**config.mk**
```make
export PLATFORM = sky130hd
export DESIGN_NAME = cpr_ctrl
export DESIGN_NICKNAME = d
export VERILOG_FILES = /design/src/include/cpr_pkg.sv /design/src/rtl/cpr_ctrl.sv
export VERILOG_INCLUDE_DIRS = /design/src /design/src/include
export SDC_FILE = /design/constraint.sdc
export NUM_CORES = 1
export LEC_CHECK = 0
export BUFFER_PORTS_ARGS = -buffer_cell sky130_fd_sc_hd__buf_2
export CAP_MARGIN = 20
export CORE_AREA = 4 4 62 64
export CTS_CLUSTER_DIAMETER = 150
export DETAILED_ROUTE_END_ITERATION = 10
export DIE_AREA = 0 0 66 68
export GPL_TIMING_DRIVEN = 1
export HOLD_SLACK_MARGIN = 0.1
export PLACE_DENSITY_LB_ADDON = 0.12
export SLEW_MARGIN = 25
export SYNTH_ARGS = -nofsm -noshare
export SYNTH_HDL_FRONTEND = slang
export SYNTH_SLANG_ARGS = --single-unit
```
**constraint.sdc**
```tcl
create_clock -name clk -period 1.69 [get_ports clk]
set_clock_uncertainty 0.05 [all_clocks]
set_input_delay 0.0845 -clock clk [delete_from_list [all_inputs] [get_ports clk]]
set_output_delay 0.0845 -clock clk [all_outputs]
set_load 0.005 [all_outputs]
```
**src/include/cpr_defs.svh**
```systemverilog
// constants of the chained pen and ring control block: offsets, field positions, reset values
// assumes inclusion by bare name from the package and the design file
`ifndef CPR_DEFS_SVH
`define CPR_DEFS_SVH

// register offsets on the processor port
`define CPR_ADDR_W 4
`define CPR_OFS_CTRL 4'h0
`define CPR_OFS_STATUS 4'h4
`define CPR_OFS_ACK 4'h8

// control register fields
`define CPR_CTL_FOLLOWER 0
`define CPR_CTL_HIT_CLEAR 1
`define CPR_CTL_ANSWER 2
`define CPR_CTL_READY 3
`define CPR_CTL_TRIG_DRIVE 4
`define CPR_CTL_W 5
`define CPR_CTL_RESET 5'h00

// status register fields
`define CPR_ST_HIT_N 0
`define CPR_ST_BTN_IRQ 1
`define CPR_ST_ALL_READY 2
`define CPR_ST_TRIG_SRC_N 3
`define CPR_ST_RING_UP 4
`define CPR_ST_FOL_RESET 5

// acknowledge register fields, write one to clear
`define CPR_ACK_BTN 0
`define CPR_ACK_FOL_RESET 5

`endif

```
**src/include/cpr_pkg.sv**
```systemverilog
// types of the chained pen and ring control block
// assumes cpr_defs.svh sits in the include path
`include "cpr_defs.svh"

package cpr_pkg;

  // software controls
  typedef struct packed {
    logic trig_drive;
    logic ready;
    logic answer;
    logic hit_clear;
    logic follower;
  } cpr_ctrl_t;

  // open-collector line seen from the pin side
  typedef struct packed {
    logic o;
    logic oe;
  } cpr_oc_t;

  // whole state of the block
  typedef struct packed {
    cpr_ctrl_t ctrl;
    logic hit;
    logic btn_irq;
    logic ring_up;
    logic fol_reset_flag;
    logic pulse_prev;
    logic btn_prev;
    logic hit_n_b;
    logic clr_b;
    logic trig_n_b;
    logic ext_trig_n_b;
    logic all_ready_b;
    logic trig_src_prev;
    logic trig_pulse;
    logic fol_reset_pulse;
    logic [31:0] rdata;
  } cpr_state_t;

endpackage : cpr_pkg

```
**src/rtl/cpr_ctrl.sv**
```systemverilog
// pen latch, button interrupt, ring retransmit, trigger selection and bused ready lines
// assumes inputs synchronous to clk; the bench resolves open-collector wires from o and oe
//
// Design decisions made here: the plain strobed port and the register offsets.
`include "cpr_defs.svh"

module cpr_ctrl (
  // clock and reset
  input wire logic clk,
  input wire logic reset,
  // processor register port
  input wire logic [`CPR_ADDR_W-1:0] addr,
  input wire logic [31:0] wdata,
  input wire logic wr,
  input wire logic rd,
  output logic [31:0] rdata,
  // processor side levels and one-cycle pulses (trig_irq, follower_reset)
  output logic hit_port_input,
  output logic pen_irq_input,
  output logic trig_irq,
  output logic follower_reset,
  output logic tx_gate,
  // light pen
  input wire logic light_detect_pulse,
  input wire logic pen_button_n,
  // serial ring
  input wire logic local_tx,
  output logic local_rx,
  input wire logic ring_rx,
  output logic ring_tx,
  // external trigger connector
  input wire logic ext_trig_n,
  // bused chain lines, open collector
  input wire logic pen_hit_n_in,
  output logic pen_hit_n_out,
  output logic pen_hit_n_oe,
  input wire logic pen_hit_clear_in,
  output logic pen_hit_clear_out,
  output logic pen_hit_clear_oe,
  input wire logic ring_trig_n_in,
  output logic ring_trig_n_out,
  output logic ring_trig_n_oe,
  input wire logic all_units_ready,
  output logic unit_ready_n_out,
  output logic unit_ready_n_oe
);

  cpr_pkg::cpr_state_t s_r;
  cpr_pkg::cpr_state_t s_nxt;
  logic light_rise;
  logic btn_fall;
  logic clr_any;
  logic trig_src_n;
  logic trig_fall;
  logic ack_btn;
  logic ack_fol;

  // edge decode of the raw inputs against registered previous values, source decode from registered state
  always_comb begin
    light_rise = light_detect_pulse & ~s_r.pulse_prev;
    btn_fall = s_r.btn_prev & ~pen_button_n;
    clr_any = s_r.ctrl.hit_clear | s_r.clr_b;
    trig_src_n = s_r.ctrl.follower ? s_r.trig_n_b : s_r.ext_trig_n_b;
    trig_fall = s_r.trig_src_prev & ~trig_src_n;
    ack_btn = wr && addr == `CPR_OFS_ACK && wdata[`CPR_ACK_BTN];
    ack_fol = wr && addr == `CPR_OFS_ACK && wdata[`CPR_ACK_FOL_RESET];
  end

  // processor hit input: own latch or the master's latch over the bus
  assign hit_port_input = s_r.ctrl.follower ? s_r.hit_n_b : ~s_r.hit;
  assign pen_irq_input = s_r.btn_irq;
  assign trig_irq = s_r.trig_pulse;
  assign follower_reset = s_r.fol_reset_pulse;
  assign rdata = s_r.rdata;

  // ring path; the gate is an AND in front of the OR so a follower stays transparent
  assign tx_gate = ~s_r.ctrl.follower | s_r.ctrl.answer;
  assign ring_tx = (local_tx & tx_gate) | ring_rx;
  assign local_rx = ring_rx;

  // open-collector drivers: out fixed low (the clear line fixed high), oe pulls the wire
  assign pen_hit_n_out = 1'b0;
  assign pen_hit_n_oe = ~s_r.ctrl.follower & s_r.hit;
  assign pen_hit_clear_out = 1'b1;
  assign pen_hit_clear_oe = s_r.ctrl.hit_clear;
  assign ring_trig_n_out = 1'b0;
  assign ring_trig_n_oe = ~s_r.ctrl.follower & s_r.ctrl.trig_drive;
  // ready not set means the line is pulled, as a unit that is not running must look
  assign unit_ready_n_out = 1'b0;
  assign unit_ready_n_oe = ~s_r.ctrl.ready;

  // next state
  always_comb begin
    s_nxt = s_r;
    s_nxt.pulse_prev = light_detect_pulse;
    s_nxt.btn_prev = pen_button_n;
    // receiver buffers in front of every bused input
    s_nxt.hit_n_b = pen_hit_n_in;
    s_nxt.clr_b = pen_hit_clear_in;
    s_nxt.trig_n_b = ring_trig_n_in;
    s_nxt.ext_trig_n_b = ext_trig_n;
    s_nxt.all_ready_b = all_units_ready;
    s_nxt.trig_src_prev = trig_src_n;
    // a fresh light edge beats a clear so a hit seen during the clear is kept
    if (light_rise) begin
      s_nxt.hit = 1'b1;
    end else if (clr_any) begin
      s_nxt.hit = 1'b0;
    end
    // sticky button flag, the edge wins over an acknowledge in the same cycle
    if (btn_fall) begin
      s_nxt.btn_irq = 1'b1;
    end else if (ack_btn) begin
      s_nxt.btn_irq = 1'b0;
    end
    // trigger from the selected source; a follower splits it by all-ready
    s_nxt.trig_pulse = trig_fall & (~s_r.ctrl.follower | s_r.all_ready_b);
    s_nxt.fol_reset_pulse = trig_fall & s_r.ctrl.follower & ~s_r.all_ready_b;
    if (s_nxt.fol_reset_pulse) begin
      s_nxt.fol_reset_flag = 1'b1;
    end else if (ack_fol) begin
      s_nxt.fol_reset_flag = 1'b0;
    end
    // register writes
    if (wr && addr == `CPR_OFS_CTRL) begin
      s_nxt.ctrl = wdata[`CPR_CTL_W-1:0];
    end
    // ring up follows the next ready bit so it drops in the same edge as our ready
    if (s_nxt.ctrl.ready && s_r.all_ready_b) begin
      s_nxt.ring_up = 1'b1;
    end else if (!s_nxt.ctrl.ready) begin
      s_nxt.ring_up = 1'b0;
    end
    // read data stands only in the cycle after the strobe
    s_nxt.rdata = 32'h0;
    if (rd) begin
      case (addr)
        `CPR_OFS_CTRL: s_nxt.rdata[`CPR_CTL_W-1:0] = s_r.ctrl;
        `CPR_OFS_STATUS: begin
          s_nxt.rdata[`CPR_ST_HIT_N] = hit_port_input;
          s_nxt.rdata[`CPR_ST_BTN_IRQ] = s_r.btn_irq;
          s_nxt.rdata[`CPR_ST_ALL_READY] = s_r.all_ready_b;
          s_nxt.rdata[`CPR_ST_TRIG_SRC_N] = trig_src_n;
          s_nxt.rdata[`CPR_ST_RING_UP] = s_r.ring_up;
          s_nxt.rdata[`CPR_ST_FOL_RESET] = s_r.fol_reset_flag;
        end
        default: s_nxt.rdata = 32'h0;
      endcase
    end
  end

  // state register; reset leaves ready negated and the latch empty
  always_ff @(posedge clk) begin
    if (reset) begin
      s_r <= '0;
      s_r.ctrl <= `CPR_CTL_RESET;
      s_r.pulse_prev <= 1'b1;
      s_r.btn_prev <= 1'b1;
      s_r.hit_n_b <= 1'b1;
      s_r.trig_n_b <= 1'b1;
      s_r.ext_trig_n_b <= 1'b1;
      s_r.trig_src_prev <= 1'b1;
    end else begin
      s_r <= s_nxt;
    end
  end
endmodule : cpr_ctrl

```
== Word-level counts from Yosys, hierarchy flattened ==
Index checks and enable logic that the tools add are counted.

* Eq/ne operators: 3
* Mux-type cells: 12
* Bitwise operators: 22
* Reductions and logical operators: 11

{| class="wikitable"
|+ Operator list
! kind !! count
|-
| $mux W1 || 10
|-
| $pmux W5 S2 || 1
|-
| $and A1 B1 Y1 || 9
|-
| $not A1 Y1 || 9
|-
| $reduce_bool A2 Y1 || 3
|-
| $logic_and A1 B1 Y1 || 5
|-
| $eq A4 B3 Y1 const B || 1
|-
| $eq A4 B4 Y1 const B || 1
|-
| $logic_not A4 Y1 || 1
|-
| $mux W4 || 1
|-
| $or A1 B1 Y1 || 4
|-
| $reduce_or A3 Y1 || 1
|-
| $ne A2 B1 Y1 const B || 1
|-
| $reduce_or A2 Y1 || 1
|}

* Flip-flop bits (word level): 51
* Input bits: 49
* Output and inout port bits: 47
* Logic and storage cells: 70

== Logic depth before layout (Yosys ltp) ==
* Depth after elaboration: 6
* Depth in mapped cells: 4
* Gate-level depth less buffers: 3

== Worst setup path after synthesis ==
No wires, ideal clock.

* Path kind: input to register
* From: input port addr[2]
* To: register s_r[43] (netlist bit)
* Library setup time: 0.123 ns
* Arrival: 1.190 ns
* Data required time: 1.517 ns
* Setup slack: 0.327 ns
* Stages: 4
* Path buffers: 1
* Path through: buf_6 > or4b_4 > nor2_4 > mux2_1

* Longest elaborated chain between the ends: 5
* Elaborated cells between the ends (all ways): 6
* Those cells by class: eq/ne (1); mux (2); reduce/logical (3)

{| class="wikitable"
|+ RTL lines
! element !! line !! RTL
|-
| from (decl) || cpr_ctrl.sv:12 || <nowiki>input wire logic [`CPR_ADDR_W-1:0] addr,</nowiki>
|-
| $logic_not A4 Y1 (*) || n/a ||
|-
| $logic_and A1 B1 Y1 (no line) (*) || n/a ||
|-
| $mux W4 (*) || cpr_ctrl.sv:125 || <nowiki>if (wr && addr == `CPR_OFS_CTRL) begin</nowiki>
|-
| $logic_and A1 B1 Y1 || cpr_ctrl.sv:129 || <nowiki>if (s_nxt.ctrl.ready && s_r.all_ready_b) begin</nowiki>
|-
| $ne A2 B1 Y1 (no line) / $mux W1 (equally long branches) || n/a ||
|-
| to (signal assigned) || cpr_ctrl.sv:164 || <nowiki>s_r <= s_nxt;</nowiki>
|-
| to (decl) || cpr_ctrl.sv:48 || <nowiki>cpr_pkg::cpr_state_t s_r;</nowiki>
|}

Mark *: on every way between the ends. The rest lies on a longest branch, timed or not.
A chain may end at the register's enable or synchronous reset.

== Final worst setup path ==
* From: register s_r[46] (netlist bit)
* To: output port hit_port_input

* Longest elaborated chain between the ends: 1

{| class="wikitable"
|+ RTL lines
! element !! line !! RTL
|-
| $mux W1 || cpr_ctrl.sv:70 || <nowiki>assign hit_port_input = s_r.ctrl.follower ? s_r.hit_n_b : ~s_r.hit;</nowiki>
|-
| to (decl) || cpr_ctrl.sv:18 || <nowiki>output logic hit_port_input,</nowiki>
|}

No other way between the ends.

==> flow_summary.json <==
{
  "grt_pass1_vias": 933,
  "drc": 0,
  "rsz0062_at_grt": "no",
  "clk_pin_slew_ns": 0.13,
  "clock_sinks": 25,
  "grt_antenna_before_repair": 0,
  "tns_ns": 0,
  "synth_edf_count": 0,
  "setup_viol": 0,
  "p_per_area_nw_per_um2": 660.3,
  "n_fill_cell": 344,
  "netlist_instances": 136,
  "finalPower_mw": 1.022,
  "first_pass_iters": 4,
  "worstRegToRegCells": 2,
  "path_cells": "nor2_1 > a21oi_1 > inv_1 > buf_2",
  "hpwlAfterDp_mm": 1.875,
  "drt_iter0_drc": 17,
  "yosysMostFrequentCell": "buf_4",
  "final_hold_viol_count": 0,
  "wl_per_cell_um": 10.85,
  "root_buffer": "clkbuf_4",
  "final_design_area_no_fill_sq_um": 1548,
  "yosysWarnings": 0,
  "worstSetupPathType": "reg2out",
  "cts_resized": 0,
  "place.gp.congestion": 0.7287,
  "max_freq_ghz": 0.6776,
  "layout_min_cycle_time_ns": 1.476,
  "r2r-end": "rdata[3]",
  "required_ns": 1.56,
  "gr-usage-met1": 0.1329,
  "synth_top_area_cell": "dfxtp_1",
  "ys_seq_area_frac": 0.4053,
  "cts_tree": "built",
  "cp-endpoint": "hit_port_input",
  "synthTopCellsByCount": "buf_4 (37), dfxtp_1 (25), nor2_1 (14), a21oi_1 (6)",
  "clock_path_buffers": 2,
  "syn2layout_area_growth_pct": 25.33,
  "synth.area.top_cells": "dfxtp_1 (41%), buf_4 (22%), nor2_1 (4.3%), mux2i_1 (4.1%), nor2b_1 (2.5%)",
  "grt_util_met2": 0.2228,
  "arrival_ns": 1.34,
  "std_cell_rows": 21,
  "rrSetupSlack_ns": 0.48,
  "yosys.cell_types.count": 28,
  "slowest_delay_ns": 0.58,
  "ys_seq_elements": 25,
  "startpoint": "s_r[46]",
  "die_area_sq_um": 4488,
  "wl_mm": 2.550,
  "critPathLaunchType": "flop",
  "reg2reg_from": "s_r[46]",
  "die_w_um": 66,
  "fin_crit_sh": 0.8733,
  "globalRoute.busiestLayer": "met2",
  "diodes": 0,
  "die_h_um": 68,
  "crit_fanout": 11,
  "syn-cell-area_sq_um": 1235,
  "h-tree-depth": 1,
  "ir_worst_vdd_v": 0.0002853,
  "nNetsFinal": 239,
  "status": "complete, no violations",
  "vias_per_cell": 4.068,
  "post_dp_cell_area_sq_um": 1300,
  "slew_viol_final": 0,
  "core_area_sq_um": 3284,
  "drive_gt1_frac": 0.2751,
  "syn_avg_cell_area_sq_um": 9.080,
  "grtUsageMet3": 0.01642,
  "initial_utilization": 0.3760,
  "overflow": 0,
  "p_leak_nw": 0.7107,
  "grtUsageTotal": 0.1176,
  "crit_path_end_kind": "output pin",
  "crit_slowest_cell": "dfxtp_1",
  "clock_latency_ns": 0.31,
  "ios": 96,
  "async_flop_share": 0,
  "grt_max_degree": 17,
  "io_buffers": 39,
  "yosys.area.top_type_share": 0.4053,
  "cap_violations": 0,
  "grt_pass1_wl_mm": 4.064,
  "hold_path_class": "in2reg",
  "synthFlopType": "dfxtp_1",
  "vias": 956,
  "antenna_left": 0,
  "cts_inserted_buffers": 3
}
worst max-delay path: cells and delay by family (launching register included):
family / cells / cell delay (ns)
buffers and inverters: 2 / 0.18
AOI/OAI and AO/OA: 1 / 0.19
DFF: 1 / 0.58
and+or+nand+nor: 1 / 0.07
cell usage in the layout (no fill, tap or decap), types with 3 or more instances in the layout:
cell type       n
inv_1           4
conb_1         30
nand2_1         4
nand2b_1        3
nand3b_1        4
nor2b_1         5
dlygate4sd3_1  22
clkbuf_4        3
buf_2          39
dfxtp_1        25
o21ai_0         4
nor2_1         14
or2_2           4
mux2i_1         5
a21oi_1         6
registers in the layout (all words and copies together), names as in the netlist, named ones only:
name,flops
follower_reset,1
trig_irq,1
pen_hit_clear_oe,1
rdata,6
s_r,14
pen_irq_input,1
worst min-delay path by stage:
stage,from,to,slack (ns),cells past startpoint
6_report,addr[2],rdata[5],0.12,4
5_1_grt,addr[2],rdata[5],0.13,4
4_1_cts,addr[2],rdata[5],0.10,4
3_3_place_gp,ext_trig_n,s_r[36],0.22,2
2_1_floorplan,reset,s_r[35],0.11,1
3_5_place_dp,ext_trig_n,s_r[36],0.22,2
kinds of logic after synthesis:
group           synth area share
buf+inv                   0.2553
mux                      0.04965
flops                     0.4053
compound gates           0.07903
simple gates              0.2047
other cells             0.006081
through the flow:
| stage | util | instances | hold slack [ns] | setup WS, ns |
|---|---|---|---|---|
| floorplan | - | 164 | 0.1061 | 0.3268 |
| CTS | 0.4712 | 235 | 0.1010 | 0.1913 |
| finish | 0.4712 | 235 | 0.1173 | 0.2141 |
| detailed placement | 0.3958 | 209 | 0.2223 | 0.2381 |
| global placement | 0.3958 | 209 | 0.2193 | 0.2377 |
| global route | 0.4712 | 235 | 0.1315 | 0.09707 |
layer usage:
layer	vias to the layer above	routed length, um
li1	484	-
met1	434	1021
met2	36	1337
met3	2	163
met4	0	27
met5	-	0
cell type report:
type,instances,area [sq um],share of cell area
Multi-Input combinational cell,94,524.3,0.3387
Sequential cell,25,500.5,0.3234
Timing Repair Buffer,62,422.9,0.2732
Tap cell,46,57.56,0.03719
Clock buffer,3,22.52,0.01455
Inverter,4,15.01,0.009701
Clock inverter,1,5.005,0.003234
power by group:
| part | internal (mW) | switching (mW) | total [mW] |
|---|---|---|---|
| clock network | 0.0884 | 0.172 | 0.261 |
| logic | 0.0776 | 0.0680 | 0.146 |
| registers | 0.606 | 0.00956 | 0.616 |
| total | 0.772 | 0.250 | 1.02 |
timing repair:
item	CTS	global route
endpoints found under the hold margin	22	0
setup buffers	0	0
hold buffers	22	0
Power figures use the tool's default switching activity.
